===== config.mk =====
export PLATFORM = sky130hd
export DESIGN_NAME = dmsp_top
export DESIGN_NICKNAME = d
export VERILOG_FILES = /design/src/dmsp_brg.v /design/src/dmsp_top.v
export VERILOG_INCLUDE_DIRS = /design/src /design/src/common
export SDC_FILE = /design/constraint.sdc
export NUM_CORES = 1
export LEC_CHECK = 0
export ABC_AREA = 1
export ABC_CLOCK_PERIOD_IN_PS = 7600
export BUFFER_PORTS_ARGS = -buffer_cell sky130_fd_sc_hd__buf_2
export CORE_ASPECT_RATIO = 0.8
export CORE_UTILIZATION = 45
export CTS_BUF_LIST = sky130_fd_sc_hd__clkbuf_4
export CTS_CLUSTER_SIZE = 30
export DETAILED_ROUTE_END_ITERATION = 6
export PLACE_DENSITY_LB_ADDON = 0.05
export SKIP_CTS_REPAIR_TIMING = 1
export SLEW_MARGIN = 20
export SYNTH_ARGS = -nofsm -noshare
export SYNTH_HDL_FRONTEND = slang
export SYNTH_HIERARCHICAL = 1
export SYNTH_SLANG_ARGS = --single-unit
export TNS_END_PERCENT = 20

===== constraint.sdc =====
create_clock -name ref_clk -period 7.6 [get_ports ref_clk]
set_input_delay 1.14 -clock ref_clk [delete_from_list [all_inputs] [get_ports ref_clk]]
set_output_delay 1.14 -clock ref_clk [all_outputs]
set_load 0.01 [all_outputs]

===== src/common/dmsp_defines.vh =====
// Constants for the dual mode serial port: offsets, fields, codes, counts
// Operation
// - Clock-synchronous mode moves fixed 8-bit characters, buffer bits 0 to 7.
// - Internal synchronous clock is prescaled clock over 2*(divider+1).
// - Polarity 0 shifts out on falling, samples on rising; 1 reverses.
// - Bit order 0 sends bit 0 first, 1 sends bit 7 first.
// - Synchronous overrun when 7th bit arrives before previous character read.
// - Overrun leaves buffer undefined and raises no receive interrupt.
// - Output pin high from mode selection until first transfer; open-drain floats.
// - Receive-only synchronous use still shifts dummy transmit data out.
// - Continuous receive: reading receive buffer clears transmit buffer empty flag.
// - UART frame: one start bit then 7, 8 or 9 character bits.
// - UART appends odd, even or no parity after character bits.
// - UART frame ends with one or two stop bits.
// - UART internal bit clock is prescaled clock over 16*(divider+1).
// - UART external bit clock is pin frequency over 16*(divider+1).
// - Transmission starts only with transmit enabled and transmit buffer full.
// - UART reception starts only with receive enabled and start bit seen.
// - Transmit interrupt at buffer-to-shift move, or at shift end, by select.
// - Receive interrupt and done flag when character moves into receive buffer.
// - UART overrun when bit before final stop arrives with previous unread.
// - Framing error when configured stop bits are missing.
// - Parity error when ones count mismatches configured odd or even.
// - Error summary flag set by any overrun, framing or parity error.
`ifndef DMSP_DEFINES_VH
`define DMSP_DEFINES_VH
`define DMSP_OFF_TXB     8'h00
`define DMSP_OFF_RXB     8'h04
`define DMSP_OFF_BRG     8'h08
`define DMSP_OFF_MODE    8'h0C
`define DMSP_OFF_CTLA    8'h10
`define DMSP_OFF_CTLB    8'h14
`define DMSP_OFF_SHARED  8'h18
`define DMSP_MODE_OFF    3'h0
`define DMSP_MODE_SYNC   3'h1
`define DMSP_MODE_UART7  3'h4
`define DMSP_MODE_UART8  3'h5
`define DMSP_MODE_UART9  3'h6
`define DMSP_MR_EXT      3
`define DMSP_MR_STOP2    4
`define DMSP_MR_EVEN     5
`define DMSP_MR_PAREN    6
`define DMSP_CA_PRE_LO   0
`define DMSP_CA_PRE_HI   1
`define DMSP_CA_TX_SHIFT_EMPTY    3
`define DMSP_CA_NCH      5
`define DMSP_CA_POL      6
`define DMSP_CA_ORDER    7
`define DMSP_CB_TE       0
`define DMSP_CB_TI       1
`define DMSP_CB_RE       2
`define DMSP_CB_RI       3
`define DMSP_SH_IRS      0
`define DMSP_SH_RRM      2
`define DMSP_RB_OVR      12
`define DMSP_RB_FER      13
`define DMSP_RB_PER      14
`define DMSP_RB_SUM      15
`define DMSP_PRE_F1      2'h0
`define DMSP_PRE_F8      2'h1
`define DMSP_PRE_F8_MASK 5'h07
`define DMSP_PRE_F32_MAX 5'h1F
`define DMSP_OS_MID      4'h7
`define DMSP_OS_LAST     4'hF
`define DMSP_SYNC_LAST   3'h7
`define DMSP_SYNC_OVR    3'h6
`define DMSP_LEN7        4'h7
`define DMSP_LEN8        4'h8
`define DMSP_LEN9        4'h9
`define DMSP_ONE         4'h1
`define DMSP_TWO         4'h2
`endif


===== src/dmsp_brg.v =====
// Prescaler and bit rate divider for the dual mode serial port
`timescale 1ns/10ps
`include "dmsp_defines.vh"
module dmsp_brg (
  input  wire       ref_clk,
  input  wire       rst,
  input  wire [1:0] prescale_sel,
  input  wire       use_ext,
  input  wire       ext_edge,
  input  wire [7:0] divider,
  output reg        tick
);
  reg  [4:0] pre_cnt;
  reg  [7:0] div_cnt;
  wire       src_tick;

  // Count source: f1, f8, f32 or the external pin edges
  assign src_tick = use_ext ? ext_edge :
                    (prescale_sel == `DMSP_PRE_F1) ? 1'b1 :
                    (prescale_sel == `DMSP_PRE_F8) ?
                      ((pre_cnt & `DMSP_PRE_F8_MASK) == `DMSP_PRE_F8_MASK) :
                      (pre_cnt == `DMSP_PRE_F32_MAX);

  // Free-running prescaler
  always @(posedge ref_clk) begin
    if (rst) begin
      pre_cnt <= 5'h00;
    end else begin
      pre_cnt <= pre_cnt + 5'h01;
    end
  end

  // Divide count source by divider plus one
  always @(posedge ref_clk) begin
    if (rst) begin
      div_cnt <= 8'h00;
      tick    <= 1'b0;
    end else begin
      tick <= 1'b0;
      if (src_tick) begin
        if (div_cnt == 8'h00) begin
          div_cnt <= divider;
          tick    <= 1'b1;
        end else begin
          div_cnt <= div_cnt - 8'h01;
        end
      end
    end
  end
endmodule // dmsp_brg


===== src/dmsp_top.v =====
// Dual mode serial port: AHB-Lite registers, synchronous and UART engines
//
// Local design decisions: the AHB-Lite interface to the registers and the placing of the registers.
`timescale 1ns/10ps
`include "dmsp_defines.vh"
module dmsp_top (
  input  wire        ref_clk,
  input  wire        rst,
  input  wire        hsel,
  input  wire [7:0]  haddr,
  input  wire [1:0]  htrans,
  input  wire        hwrite,
  input  wire        hready,
  input  wire [31:0] hwdata,
  output wire        hreadyout,
  output wire        hresp,
  output reg  [31:0] hrdata,
  input  wire        serial_in_pin,
  output wire        serial_out_pin_o,
  output wire        serial_out_pin_oe,
  input  wire        transfer_clock_pin_i,
  output wire        transfer_clock_pin_o,
  output wire        transfer_clock_pin_oe,
  output reg         tx_int,
  output reg         rx_int
);
  localparam R_IDLE  = 2'h0;
  localparam R_START = 2'h1;
  localparam R_BITS  = 2'h2;

  // Register contents
  reg  [8:0]  tx_buffer;
  reg  [8:0]  rx_buffer;
  reg  [7:0]  bit_rate_divider;
  reg  [7:0]  serial_mode;
  reg  [1:0]  baud_prescale_sel;
  reg         txd_open_drain_sel;
  reg         edge_polarity_sel;
  reg         bit_order_sel;
  reg         transmit_enable;
  reg         rx_on;
  reg         tx_buffer_empty_flag;
  reg         rx_done_flag;
  reg         tx_int_source_sel;
  reg         continuous_rx_en;
  reg         overrun_flag;
  reg         framing_flag;
  reg         parity_flag;
  // Bus data phase
  reg         d_wr;
  reg  [7:0]  d_addr;
  reg  [31:0] rd_mux;
  // Engines
  reg         txd;
  reg         sclk;
  reg         s_active;
  reg  [2:0]  s_cnt;
  reg  [7:0]  s_tx;
  reg  [7:0]  s_rx;
  reg  [7:0]  next_s_rx;
  reg         s_ovr;
  reg         u_tx_active;
  reg  [3:0]  u_tx_os;
  reg  [3:0]  u_tx_left;
  reg  [12:0] u_tx_sh;
  reg  [12:0] next_frame;
  reg  [8:0]  tdata;
  reg         tpar;
  reg  [1:0]  r_state;
  reg  [3:0]  r_os;
  reg  [3:0]  r_idx;
  reg  [11:0] r_sh;
  reg  [11:0] r_all;
  reg  [8:0]  r_data;
  reg         r_par;
  reg         r_ovr;
  reg         clk_s1;
  reg         clk_s2;
  reg         clk_s3;
  integer     i;
  integer     j;

  wire        tick;
  wire [2:0]  mode_field = serial_mode[2:0];
  wire        is_sync = (mode_field == `DMSP_MODE_SYNC);
  wire        is_uart = (mode_field == `DMSP_MODE_UART7) || (mode_field == `DMSP_MODE_UART8)
                        || (mode_field == `DMSP_MODE_UART9);
  wire        clock_source_external = serial_mode[`DMSP_MR_EXT];
  wire        stop2 = serial_mode[`DMSP_MR_STOP2];
  wire        par_even = serial_mode[`DMSP_MR_EVEN];
  wire        par_en = serial_mode[`DMSP_MR_PAREN];
  wire [3:0]  char_len = (mode_field == `DMSP_MODE_UART7) ? `DMSP_LEN7 :
                         (mode_field == `DMSP_MODE_UART9) ? `DMSP_LEN9 : `DMSP_LEN8;
  wire [3:0]  stop_n = stop2 ? `DMSP_TWO : `DMSP_ONE;
  wire [3:0]  rx_total = char_len + {3'h0, par_en} + stop_n;
  wire [3:0]  frame_len = `DMSP_ONE + rx_total;
  wire        tx_shift_empty = !s_active && !u_tx_active;

  // Address phase and decoded data phase writes
  wire        addr_ok = hsel && hready && htrans[1];
  wire        rd_rxb = addr_ok && !hwrite && (haddr == `DMSP_OFF_RXB);
  wire        wr_txb = d_wr && (d_addr == `DMSP_OFF_TXB);
  wire        wr_brg = d_wr && (d_addr == `DMSP_OFF_BRG);
  wire        wr_mode = d_wr && (d_addr == `DMSP_OFF_MODE);
  wire        wr_ctla = d_wr && (d_addr == `DMSP_OFF_CTLA);
  wire        wr_ctlb = d_wr && (d_addr == `DMSP_OFF_CTLB);
  wire        wr_shared = d_wr && (d_addr == `DMSP_OFF_SHARED);

  // External clock edges, first stage read only by second
  wire        ext_rise = clk_s2 && !clk_s3;
  wire        ext_fall = !clk_s2 && clk_s3;

  // Start needs enable and buffered data; sync receive rides on transmit
  wire        start_ok = transmit_enable && !tx_buffer_empty_flag && !wr_txb;
  wire        s_start = is_sync && !s_active && start_ok;
  wire        u_start = is_uart && !u_tx_active && start_ok;
  wire        s_lead = s_active && (clock_source_external ?
                       (edge_polarity_sel ? ext_rise : ext_fall) :
                       (tick && (sclk != edge_polarity_sel)));
  wire        s_trail = s_active && (clock_source_external ?
                        (edge_polarity_sel ? ext_fall : ext_rise) :
                        (tick && (sclk == edge_polarity_sel)));
  wire        s_done = s_trail && (s_cnt == `DMSP_SYNC_LAST);
  wire        s_ovr_set = s_trail && (s_cnt == `DMSP_SYNC_OVR) && rx_on && rx_done_flag;
  wire        u_tx_done = u_tx_active && tick && (u_tx_os == `DMSP_OS_LAST)
                          && (u_tx_left == 4'h0);
  wire        r_sample = (r_state == R_BITS) && tick && (r_os == `DMSP_OS_LAST);
  wire        r_done = r_sample && (r_idx == rx_total - `DMSP_ONE);
  wire        r_ovr_set = r_sample && (r_idx == rx_total - `DMSP_TWO) && rx_done_flag;
  wire        r_fer = stop2 ? !(serial_in_pin && r_all[rx_total - `DMSP_TWO]) : !serial_in_pin;
  wire        r_per = par_en && (r_par ^ !par_even);
  wire        rx_load = (s_done && rx_on) || r_done;
  wire        ovr_now = s_done ? (s_ovr || s_ovr_set) : (r_ovr || r_ovr_set);
  wire        tx_load = s_start || u_start;
  wire        tx_end = s_done || u_tx_done;

  dmsp_brg u_brg (
    .ref_clk      (ref_clk),
    .rst          (rst),
    .prescale_sel (baud_prescale_sel),
    .use_ext      (is_uart && clock_source_external),
    .ext_edge     (ext_rise),
    .divider      (bit_rate_divider),
    .tick         (tick)
  );

  assign hreadyout = 1'b1;
  assign hresp = 1'b0;
  assign serial_out_pin_o = txd;
  assign serial_out_pin_oe = (mode_field != `DMSP_MODE_OFF) && (!txd_open_drain_sel || !txd);
  assign transfer_clock_pin_o = sclk;
  assign transfer_clock_pin_oe = is_sync && !clock_source_external;

  // Read data mux, unmapped and write-only read zero
  always @* begin
    rd_mux = 32'h0000_0000;
    case (haddr)
      `DMSP_OFF_RXB: begin
        rd_mux[8:0] = rx_buffer;
        rd_mux[`DMSP_RB_OVR] = overrun_flag;
        rd_mux[`DMSP_RB_FER] = framing_flag;
        rd_mux[`DMSP_RB_PER] = parity_flag;
        rd_mux[`DMSP_RB_SUM] = overrun_flag || framing_flag || parity_flag;
      end
      `DMSP_OFF_MODE: rd_mux[7:0] = serial_mode;
      `DMSP_OFF_CTLA: begin
        rd_mux[`DMSP_CA_PRE_HI:`DMSP_CA_PRE_LO] = baud_prescale_sel;
        rd_mux[`DMSP_CA_TX_SHIFT_EMPTY] = tx_shift_empty;
        rd_mux[`DMSP_CA_NCH] = txd_open_drain_sel;
        rd_mux[`DMSP_CA_POL] = edge_polarity_sel;
        rd_mux[`DMSP_CA_ORDER] = bit_order_sel;
      end
      `DMSP_OFF_CTLB: begin
        rd_mux[`DMSP_CB_TE] = transmit_enable;
        rd_mux[`DMSP_CB_TI] = tx_buffer_empty_flag;
        rd_mux[`DMSP_CB_RE] = rx_on;
        rd_mux[`DMSP_CB_RI] = rx_done_flag;
      end
      `DMSP_OFF_SHARED: begin
        rd_mux[`DMSP_SH_IRS] = tx_int_source_sel;
        rd_mux[`DMSP_SH_RRM] = continuous_rx_en;
      end
      default: rd_mux = 32'h0000_0000;
    endcase
  end

  // Bus phase tracking and registered read data
  always @(posedge ref_clk) begin
    if (rst) begin
      d_wr   <= 1'b0;
      d_addr <= 8'h00;
      hrdata <= 32'h0000_0000;
    end else begin
      d_wr   <= addr_ok && hwrite;
      d_addr <= haddr;
      if (addr_ok && !hwrite) begin
        hrdata <= rd_mux;
      end
    end
  end

  // Software written configuration
  always @(posedge ref_clk) begin
    if (rst) begin
      tx_buffer          <= 9'h000;
      bit_rate_divider   <= 8'h00;
      serial_mode        <= 8'h00;
      baud_prescale_sel  <= 2'h0;
      txd_open_drain_sel <= 1'b0;
      edge_polarity_sel  <= 1'b0;
      bit_order_sel      <= 1'b0;
      transmit_enable    <= 1'b0;
      rx_on              <= 1'b0;
      tx_int_source_sel  <= 1'b0;
      continuous_rx_en   <= 1'b0;
    end else begin
      if (wr_txb) begin
        tx_buffer <= hwdata[8:0];
      end
      if (wr_brg) begin
        bit_rate_divider <= hwdata[7:0];
      end
      if (wr_mode) begin
        serial_mode <= hwdata[7:0];
      end
      if (wr_ctla) begin
        baud_prescale_sel  <= hwdata[`DMSP_CA_PRE_HI:`DMSP_CA_PRE_LO];
        txd_open_drain_sel <= hwdata[`DMSP_CA_NCH];
        edge_polarity_sel  <= hwdata[`DMSP_CA_POL];
        bit_order_sel      <= hwdata[`DMSP_CA_ORDER];
      end
      if (wr_ctlb) begin
        transmit_enable <= hwdata[`DMSP_CB_TE];
        rx_on           <= hwdata[`DMSP_CB_RE];
      end
      if (wr_shared) begin
        tx_int_source_sel <= hwdata[`DMSP_SH_IRS];
        continuous_rx_en  <= hwdata[`DMSP_SH_RRM];
      end
    end
  end

  // Status flags, receive buffer and interrupt pulses; set beats clear
  always @(posedge ref_clk) begin
    if (rst) begin
      rx_buffer            <= 9'h000;
      tx_buffer_empty_flag <= 1'b1;
      rx_done_flag         <= 1'b0;
      overrun_flag         <= 1'b0;
      framing_flag         <= 1'b0;
      parity_flag          <= 1'b0;
      tx_int               <= 1'b0;
      rx_int               <= 1'b0;
    end else begin
      tx_int <= (tx_load && !tx_int_source_sel) || (tx_end && tx_int_source_sel);
      rx_int <= rx_load && !ovr_now;
      if (tx_load) begin
        tx_buffer_empty_flag <= 1'b1;
      end else if (wr_txb) begin
        tx_buffer_empty_flag <= 1'b0;
      end else if (rd_rxb && continuous_rx_en && is_sync) begin
        tx_buffer_empty_flag <= 1'b0;
      end
      if (rx_load) begin
        rx_buffer    <= s_done ? {1'b0, next_s_rx} : r_data;
        rx_done_flag <= 1'b1;
      end else if (rd_rxb) begin
        rx_done_flag <= 1'b0;
      end
      if (s_ovr_set || r_ovr_set) begin
        overrun_flag <= 1'b1;
      end else if (!rx_on) begin
        overrun_flag <= 1'b0;
      end
      if (r_done && r_fer) begin
        framing_flag <= 1'b1;
      end else if (!rx_on) begin
        framing_flag <= 1'b0;
      end
      if (r_done && r_per) begin
        parity_flag <= 1'b1;
      end else if (!rx_on) begin
        parity_flag <= 1'b0;
      end
    end
  end

  // Transmit frame assembly: start, data, parity, stop ones
  always @* begin
    tdata = tx_buffer;
    if (bit_order_sel && (char_len == `DMSP_LEN8)) begin
      for (i = 0; i < 8; i = i + 1) begin
        tdata[i] = tx_buffer[7 - i];
      end
    end
    tpar = !par_even;
    next_frame = 13'h1FFF;
    next_frame[0] = 1'b0;
    for (i = 0; i < 9; i = i + 1) begin
      if (i < char_len) begin
        next_frame[i + 1] = tdata[i];
        tpar = tpar ^ tdata[i];
      end
    end
    if (par_en) begin
      next_frame[char_len + 4'h1] = tpar;
    end
  end

  // Receive side assembly of sync byte and UART character
  always @* begin
    next_s_rx = bit_order_sel ? {s_rx[6:0], serial_in_pin} : {serial_in_pin, s_rx[7:1]};
    r_all = r_sh;
    r_all[r_idx] = serial_in_pin;
    r_data = 9'h000;
    r_par = 1'b0;
    for (j = 0; j < 9; j = j + 1) begin
      if (j < char_len) begin
        r_data[j] = r_all[j];
        r_par = r_par ^ r_all[j];
      end
    end
    r_par = r_par ^ r_all[char_len];
    if (bit_order_sel && (char_len == `DMSP_LEN8)) begin
      for (j = 0; j < 8; j = j + 1) begin
        r_data[j] = r_all[7 - j];
      end
    end
  end

  // External clock synchroniser
  always @(posedge ref_clk) begin
    if (rst) begin
      clk_s1 <= 1'b1;
      clk_s2 <= 1'b1;
      clk_s3 <= 1'b1;
    end else begin
      clk_s1 <= transfer_clock_pin_i;
      clk_s2 <= clk_s1;
      clk_s3 <= clk_s2;
    end
  end

  // Transmit engines for both modes, one output flop
  always @(posedge ref_clk) begin
    if (rst) begin
      txd         <= 1'b1;
      sclk        <= 1'b1;
      s_active    <= 1'b0;
      s_cnt       <= 3'h0;
      s_tx        <= 8'h00;
      s_rx        <= 8'h00;
      s_ovr       <= 1'b0;
      u_tx_active <= 1'b0;
      u_tx_os     <= 4'h0;
      u_tx_left   <= 4'h0;
      u_tx_sh     <= 13'h1FFF;
    end else begin
      // New mode selected: line returns high until the first transfer
      if (wr_mode && (hwdata[2:0] != mode_field)) begin
        txd <= 1'b1;
      end
      if (!is_sync || clock_source_external || !s_active) begin
        sclk <= !edge_polarity_sel;
      end else if (tick) begin
        sclk <= !sclk;
      end
      if (s_start) begin
        s_active <= 1'b1;
        s_cnt    <= 3'h0;
        s_tx     <= tx_buffer[7:0];
        s_ovr    <= 1'b0;
      end
      if (s_lead) begin
        txd  <= bit_order_sel ? s_tx[7] : s_tx[0];
        s_tx <= bit_order_sel ? {s_tx[6:0], 1'b0} : {1'b0, s_tx[7:1]};
      end
      if (s_trail) begin
        s_rx  <= next_s_rx;
        s_cnt <= s_cnt + 3'h1;
        if (s_ovr_set) begin
          s_ovr <= 1'b1;
        end
        if (s_cnt == `DMSP_SYNC_LAST) begin
          s_active <= 1'b0;
        end
      end
      if (!is_sync) begin
        s_active <= 1'b0;
      end
      if (u_start) begin
        u_tx_active <= 1'b1;
        u_tx_os     <= 4'h0;
        u_tx_left   <= frame_len - `DMSP_ONE;
        u_tx_sh     <= next_frame;
        txd         <= 1'b0;
      end else if (u_tx_active && tick) begin
        u_tx_os <= u_tx_os + 4'h1;
        if (u_tx_os == `DMSP_OS_LAST) begin
          if (u_tx_left == 4'h0) begin
            u_tx_active <= 1'b0;
            txd         <= 1'b1;
          end else begin
            u_tx_left <= u_tx_left - 4'h1;
            u_tx_sh   <= {1'b1, u_tx_sh[12:1]};
            txd       <= u_tx_sh[1];
          end
        end
      end
      if (!is_uart) begin
        u_tx_active <= 1'b0;
      end
    end
  end

  // UART receiver with 16x oversampling
  always @(posedge ref_clk) begin
    if (rst) begin
      r_state <= R_IDLE;
      r_os    <= 4'h0;
      r_idx   <= 4'h0;
      r_sh    <= 12'h000;
      r_ovr   <= 1'b0;
    end else begin
      case (r_state)
        R_IDLE: begin
          r_os  <= 4'h0;
          r_ovr <= 1'b0;
          if (is_uart && rx_on && !serial_in_pin) begin
            r_state <= R_START;
          end
        end
        R_START: begin
          if (tick) begin
            r_os <= r_os + 4'h1;
            if (r_os == `DMSP_OS_MID) begin
              r_os  <= 4'h0;
              r_idx <= 4'h0;
              r_state <= serial_in_pin ? R_IDLE : R_BITS;
            end
          end
        end
        R_BITS: begin
          if (tick) begin
            r_os <= r_os + 4'h1;
          end
          if (r_sample) begin
            r_sh  <= r_all;
            r_idx <= r_idx + 4'h1;
            if (r_ovr_set) begin
              r_ovr <= 1'b1;
            end
            if (r_done) begin
              r_state <= R_IDLE;
            end
          end
        end
        default: r_state <= R_IDLE;
      endcase
      if (!is_uart || !rx_on) begin
        r_state <= R_IDLE;
      end
    end
  end
endmodule // dmsp_top


==> results.py, run 1 <==
metrics = {
    "clock_tree": {
        "ctsLongestPathBuffers": 2,
        "cts-buffers-inserted": 17,
        "clkSinkCount": 156,
        "cts_tree": "yes",
        "cts_root_buffer": "sky130_fd_sc_hd__clkbuf_4",
        "cts_max_level": 4,
        "later_pin_clock_latency_in_the_skew_report_ps": 580,
        "clk_pin_slew_worst_paths_ps": 150,
    },
    "power": {
        "irDropWorstVdd_mv": 0.1594,
        "seq_power_share": 0.516,
        "power.clock.fraction": 0.298,
        "p_per_area_mw_per_mm2": 185.4,
        "cell_internal_pwr_mw": 1.123,
        "p_comb_frac": 0.186,
        "power_switching_mw": 0.5754,
        "p_sw_frac": 0.3389,
        "p_leak_nw": 3.954,
    },
    "routing": {
        "detailroute.via_count": 7836,
        "detail_route.drc_violations": 0,
        "post_route_ant_nets": 0,
        "wl_per_cell_um": 15.38,
        "detail_route.wirelength_um": 23250,
        "first_iter_violations": 613,
        "route.detailed.vias_per_inst": 5.183,
        "firstDrtPassIters": 5,
    },
    "timing": {
        "rsz_0062_raised_after_global_routing": "no",
        "finalCritPeriodShare": 0.4583,
        "report.final.slew_viol_count": 0,
        "slew_at_the_pin_with_the_worst_max_slew_slack_ps": 981.9,
        "clock_skew_ps": 16.60,
        "timing_hold_violations_final": 0,
        "timing_limited_maximum_frequency_ghz": 0.2871,
        "finalSetupViolCount": 0,
        "setup_total_negative_slack_ps": 0,
        "slew_headroom": 0.3430,
        "fin_crit_ps": 3483,
    },
    "global_routing": {
        "global_route.overflow_total": 0,
        "antenna_found_initial": 1,
        "grt.total_usage": 0.2456,
        "grt_start_max_net_pins": 65,
        "grt_pass1_wl_um": 37540,
        "first_global_vias": 7007,
    },
    "die": {
        "fp.dieW_um": 156.5,
        "rows": 44,
        "starting_density_of_the_core": 0.4672,
        "fp.dieArea_sq_mm": 0.01965,
        "coreArea_sq_mm": 0.01839,
        "num_io_pins": 89,
        "fp.dieH_um": 125.6,
    },
    "setup_path": {
        "critical-path-top-delay-family": "adder cells",
        "cp_cell_sequence": "inv_1, fa_1, inv_1, fa_1, ha_1, xor2_1, nand2_1, nor2_1, o21ai_1, a21oi_2, nand3_2, nand2_4, inv_2, o21ai_0, a21oi_1",
        "startpoint_type": "flip-flop",
        "path_max_fanout": 11,
        "timing_worst_setup_path_type": "reg -> reg",
        "buffer_and_inverter_count_on_the_worst_path": 3,
        "timing.critical_path.required_ps": 8080,
        "critical_path.endpoint_type": "flip-flop",
        "standard_cell_with_the_maximum_stage_delay_on_the_critical_path": "sky130_fd_sc_hd__dfxtp_1",
        "cp.arrival_ps": 3970,
        "cpPeakStageDelay_ps": 540,
    },
    "placement": {
        "gp_congestion": 0.8689,
        "placement.cell_area_sq_mm": 0.008884,
        "io_buffer_count": 43,
        "place.detailed.hpwl_um": 16960,
    },
    "synthesis": {
        "post_synth_and_or_nand_nor_area_fraction": 0.2504,
        "synthFlopType": "sky130_fd_sc_hd__dfxtp_1",
        "synth_async_sr_flop_share": 0,
        "sequential_element_share_of_the_synthesized_area": 0.3635,
        "synth_top_cells_by_area": "sky130_fd_sc_hd__dfxtp_1 (36%), sky130_fd_sc_hd__nand2_1 (11%), sky130_fd_sc_hd__inv_1 (6.9%)",
        "synthCells": 1220,
        "share_of_synthesized_area_spent_on_multiplexers": 0.003495,
        "avgSynthCellArea_sq_um": 7.042,
        "synthDominantAreaCellType": "sky130_fd_sc_hd__dfxtp_1",
        "synth_edf_count": 0,
        "synth.lib_cells_used.distinct": 61,
        "adder_cell_share_of_the_synthesized_area": 0.04049,
        "synth-seq-cells": 156,
        "largest_family_of_logic_cells_by_synthesized_area": "simple AND/OR/NAND/NOR gates",
        "synth_xor_area_frac": 0.02753,
        "syn_area_sq_mm": 0.008591,
        "compound_gate_fraction_of_synth_area": 0.1959,
        "synth.top_cell.area_share": 0.3635,
        "ys.warnings.count": 6,
    },
    "final_layout": {
        "final_nets": 1319,
        "stdcell_area_sq_mm": 0.009158,
        "syn_to_layout_area_delta_pct": 6.598,
        "layout.cells.most_common": "sky130_fd_sc_hd__nand2_1",
        "post_route_cells_drive_above_1_share": 0.1177,
        "mostFrequentLayoutCells": "sky130_fd_sc_hd__nand2_1 (257), sky130_fd_sc_hd__inv_1 (159), sky130_fd_sc_hd__dfxtp_1 (156)",
    },
    "flow_run": {
        "cap_viol_max_count": 0,
    },
    "outcome": {
        "status": "complete, no violations",
    },
    "hold_path": {
        "holdCritPathClass": "reg -> reg",
    },
}
[cells by family (layout without fill, tap and decap cells)]
| kind of cell | count (synthesis) | in the layout |
|---|---|---|
| xor+xnor | 24 | 24 |
| other cells | 2 | 23 |
| mux | 3 | 3 |
| flops | 156 | 156 |
| simple gates | 484 | 484 |
| fa+ha+maj | 26 | 26 |
| buf+inv | 238 | 256 |
| compound gates | 287 | 287 |
[layout make-up]
| cell class | count | area, sq um |
|---|---|---|
| repair buffers | 47 | 245.2 |
| inverters | 177 | 671.9 |
| clock inverters | 15 | 135.1 |
| multi-input cells | 845 | 4533 |
| diodes | 2 | 5.005 |
| fillers | 1899 | 9230 |
| well taps | 253 | 316.6 |
| flip-flops and latches | 156 | 3123 |
| clock buffers | 17 | 127.6 |
[routing by layer]
metal | vias up | wire length [um] | global-route usage
met3 | 14 | 1193 | 0.04333
met4 | 0 | 166 | 0.05248
met5 | - | 0 | 0
met1 | 3619 | 12410 | 0.3766
li1 | 4015 | - | -
met2 | 188 | 9474 | 0.3527
[power groups by stage]
| stage | Clock, mW | Combinational (mW) | Sequential [mW] |
|---|---|---|---|
| 5_1_grt | 0.551 | 0.354 | 0.880 |
| 2_1_floorplan | 0 | 0.264 | 0.885 |
| 4_1_cts | 0.516 | 0.315 | 0.876 |
| 3_5_place_dp | 0 | 0.313 | 0.894 |
| 3_3_place_gp | 0 | 0.312 | 0.895 |
| 6_report | 0.506 | 0.315 | 0.877 |
[path summary, 6_finish.rpt]
| check | start | endpoint | slack [ps] | cells past startpoint |
|---|---|---|---|---|
| setup / recovery | serial_mode[4] | rx_buffer[3] | 4120 | 15 |
| hold reg to reg | clk_s1 | clk_s2 | 450 | 1 |
| setup reg to reg | serial_mode[4] | rx_buffer[3] | 4120 | 15 |
| hold / removal | clk_s1 | clk_s2 | 450 | 1 |
[state kept, by name (all words and copies together) (netlist names), 9 cells and up]
signal and flops:
r_sh 12, tx_buffer 9, u_tx_sh 12, hrdata 13
rx_buffer 9
[per-stage QoR]
stage / setup slack, ps / total power [mW] / hold slack, ps / cells / utilization
global route: 3873 / 1.785 / 467.2 / 1512 / 0.4980
global placement: 4184 / 1.207 / 412.8 / 1478 / 0.4831
detailed placement: 4185 / 1.207 / 407.6 / 1478 / 0.4831
floorplan: 4726 / 1.149 / 389.5 / 1239 / -
finish: 4117 / 1.698 / 445.3 / 1512 / 0.4980
CTS: 4171 / 1.708 / 443.4 / 1510 / 0.4974
[Yosys cell counts (5+ instances only)]
cell type and instances:
sky130_fd_sc_hd__a211oi_1 19, sky130_fd_sc_hd__a21oi_1 99, sky130_fd_sc_hd__buf_2 7, sky130_fd_sc_hd__buf_4 23, sky130_fd_sc_hd__clkbuf_1 26, sky130_fd_sc_hd__dfxtp_1 156
sky130_fd_sc_hd__ha_1 23, sky130_fd_sc_hd__inv_1 159, sky130_fd_sc_hd__inv_2 14, sky130_fd_sc_hd__nand2_1 257, sky130_fd_sc_hd__nand2_2 5, sky130_fd_sc_hd__nand3_1 66
sky130_fd_sc_hd__nand3_2 5, sky130_fd_sc_hd__nand4_1 15, sky130_fd_sc_hd__nor2_1 95, sky130_fd_sc_hd__nor2_2 10, sky130_fd_sc_hd__nor3_1 8, sky130_fd_sc_hd__o211ai_1 5
sky130_fd_sc_hd__o21ai_0 103, sky130_fd_sc_hd__o21ai_1 8, sky130_fd_sc_hd__o21ai_2 7, sky130_fd_sc_hd__o221a_2 5, sky130_fd_sc_hd__o221ai_1 9, sky130_fd_sc_hd__xnor2_1 6
sky130_fd_sc_hd__xor2_1 16
Note: power is estimated with default switching activity, not from simulation.
==> inputs of run 2 (changes only) <==
--- a/config.mk
+++ b/config.mk
@@ -7,7 +7,7 @@
 export NUM_CORES = 1
 export LEC_CHECK = 0
 export ABC_AREA = 1
-export ABC_CLOCK_PERIOD_IN_PS = 7600
+export ABC_CLOCK_PERIOD_IN_PS = 3000
 export BUFFER_PORTS_ARGS = -buffer_cell sky130_fd_sc_hd__buf_2
 export CORE_ASPECT_RATIO = 0.8
 export CORE_UTILIZATION = 45
==> constraint.sdc (replaced) <==
create_clock -name ref_clk -period 3 [get_ports ref_clk]
set_input_delay 0.45 -clock ref_clk [delete_from_list [all_inputs] [get_ports ref_clk]]
set_output_delay 0.45 -clock ref_clk [all_outputs]
set_load 0.01 [all_outputs]
==> run 2 against run 1 <==
  * Via count up 1.4%
  * Non-clock buffer count up 30
  * Critical path type unchanged
  * Clock power up 130%
  * Utilization up 1.4 points
  * Critical path depth up 1
  * Largest power group unchanged
  * Clock skew up 6.3 ps
==> results.py, run 2 (same netlist as run 1, synthesis figures left out) <==
metrics = {
    "die": {
        "fp.dieH_um": 125.6,
        "num_io_pins": 89,
        "fp.dieW_um": 156.5,
        "rows": 44,
        "fp.dieArea_sq_mm": 0.01965,
        "starting_density_of_the_core": 0.4672,
        "coreArea_sq_mm": 0.01839,
    },
    "final_layout": {
        "largest_register": "hrdata",
        "mostFrequentLayoutCells": "sky130_fd_sc_hd__nand2_1 (256), sky130_fd_sc_hd__inv_1 (157), sky130_fd_sc_hd__dfxtp_1 (155)",
        "layout.cells.most_common": "sky130_fd_sc_hd__nand2_1",
        "fill_cells": 1910,
        "final_nets": 1349,
        "syn_to_layout_area_delta_pct": 9.511,
        "top_regs": "hrdata (13), r_sh (12), u_tx_sh (12)",
        "post_route_cells_drive_above_1_share": 0.1484,
        "largest_register_ffs": 13,
    },
    "clock_tree": {
        "cts_tree": "yes",
        "cts_root_buffer": "sky130_fd_sc_hd__clkbuf_4",
        "cts_max_level": 4,
        "clkSinkCount": 156,
        "later_pin_clock_latency_in_the_skew_report_ps": 570,
        "ctsLongestPathBuffers": 2,
        "clk_pin_slew_worst_paths_ps": 130,
        "cts-buffers-inserted": 17,
    },
    "routing": {
        "detail_route.drc_violations": 0,
        "first_iter_violations": 612,
        "detailroute.via_count": 7946,
        "detail_route.wirelength_um": 23630,
        "wl_per_cell_um": 15.33,
        "firstDrtPassIters": 7,
        "post_route_ant_nets": 0,
        "route.detailed.vias_per_inst": 5.156,
    },
    "timing": {
        "slew_at_the_pin_with_the_worst_max_slew_slack_ps": 670.9,
        "finalCritPeriodShare": 0.9602,
        "report.final.slew_viol_count": 0,
        "timing_hold_violations_final": 0,
        "clock_skew_ps": 22.87,
        "slew_headroom": 0.5528,
        "rsz_0062_raised_after_global_routing": "yes",
        "fin_crit_ps": 2881,
        "timing_limited_maximum_frequency_ghz": 0.3471,
        "setup_ws_ps": 119.3,
        "finalSetupViolCount": 0,
        "worst_hold_slack_ps": 71.64,
    },
    "global_routing": {
        "antenna_found_initial": 1,
        "grt_pass1_wl_um": 38430,
        "global_route.overflow_total": 0,
        "first_global_vias": 7203,
        "grt_start_max_net_pins": 58,
        "grt.total_usage": 0.2520,
    },
    "power": {
        "power.clock.fraction": 0.276,
        "seq_power_share": 0.531,
        "p_comb_frac": 0.193,
        "irDropWorstVdd_mv": 0.3909,
        "cell_internal_pwr_mw": 2.812,
        "design_power_total_mw": 4.182,
        "power_switching_mw": 1.371,
        "p_per_area_mw_per_mm2": 444.6,
        "p_sw_frac": 0.3278,
        "p_leak_nw": 4.094,
    },
    "flow_run": {
        "cap_viol_max_count": 0,
    },
    "hold_path": {
        "holdCritPathClass": "in -> reg",
        "hold-path-cell-count": 2,
    },
    "setup_path": {
        "critical_path.endpoint_type": "flip-flop",
        "ff2ff_path_depth": 16,
        "cp.arrival_ps": 3370,
        "path_max_fanout": 8,
        "timing.critical_path.required_ps": 3490,
        "timing_worst_setup_path_type": "reg -> reg",
        "startpoint_type": "flip-flop",
    },
    "placement": {
        "place_worst_setup_slack_ps": 71.10,
        "io_buffer_count": 43,
        "place.detailed.hpwl_um": 17720,
        "gp_congestion": 0.8827,
    },
    "outcome": {
        "status": "complete, no violations",
    },
}
-- run 2: cell type report --
cell class / instances / area [sq um] / share of cell area
timing repair buffer: 77 / 478.0 / 0.05080
inverter: 177 / 674.4 / 0.07169
multi-input combinational: 845 / 4573 / 0.4861
tap: 253 / 316.6 / 0.03365
sequential: 156 / 3124 / 0.3321
antenna: 1 / 2.502 / 0.0002660
clock buffer: 23 / 172.7 / 0.01835
clock inverter: 9 / 66.31 / 0.007049
-- run 2: through the flow --
step             util  area, sq um  TNS, ps  cells
2_1_floorplan       -         8662        0   1239
3_3_place_gp   0.4950         9101        0   1507
3_5_place_dp   0.4950         9101        0   1507
4_1_cts        0.5080         9340        0   1539
5_1_grt        0.5116         9408   -386.2   1541
6_report       0.5116         9408        0   1541
-- run 2: critical path, stage by stage, from the launching register on --
cell	delay, ps
sky130_fd_sc_hd__dfxtp_2	350
sky130_fd_sc_hd__inv_2	60
sky130_fd_sc_hd__nor2_2	50
sky130_fd_sc_hd__fa_2	410
sky130_fd_sc_hd__inv_2	70
sky130_fd_sc_hd__fa_1	440
sky130_fd_sc_hd__ha_1	320
sky130_fd_sc_hd__xor2_1	140
sky130_fd_sc_hd__nand2_1	70
sky130_fd_sc_hd__nor2_1	90
sky130_fd_sc_hd__o21ai_1	80
sky130_fd_sc_hd__a21oi_2	160
sky130_fd_sc_hd__nand3_4	150
sky130_fd_sc_hd__nand2_4	130
sky130_fd_sc_hd__buf_8	140
sky130_fd_sc_hd__o21ai_2	50
sky130_fd_sc_hd__a21oi_1	100
-- run 2: per-layer routing --
layer | track usage | up-vias | part of all wire
met5 | 0 | - | 0
met4 | 0.07036 | 0 | 0.013
met3 | 0.03605 | 18 | 0.054
met2 | 0.3543 | 199 | 0.40
met1 | 0.3922 | 3652 | 0.53
li1 | - | 4077 | -
-- run 2: path summary, 6_finish.rpt --
kind | startpoint | slack (ps) | to
worst max-delay path | serial_mode[2] | 120 | rx_buffer[7]
worst min-delay path | transfer_clock_pin_i | 70 | clk_s1
worst min register to register | clk_s1 | 440 | clk_s2
worst max register to register | serial_mode[2] | 120 | rx_buffer[7]
-- run 2: power by group through the flow --
| stage | Sequential [mW] | Combinational, mW | Clock [mW] |
|---|---|---|---|
| after floorplan | 2.24 | 0.668 | 0 |
| after global placement | 2.27 | 0.794 | 0 |
| after detailed placement | 2.27 | 0.800 | 0 |
| after CTS | 2.22 | 0.804 | 1.19 |
| after global routing | 2.23 | 0.916 | 1.28 |
| final | 2.22 | 0.806 | 1.16 |
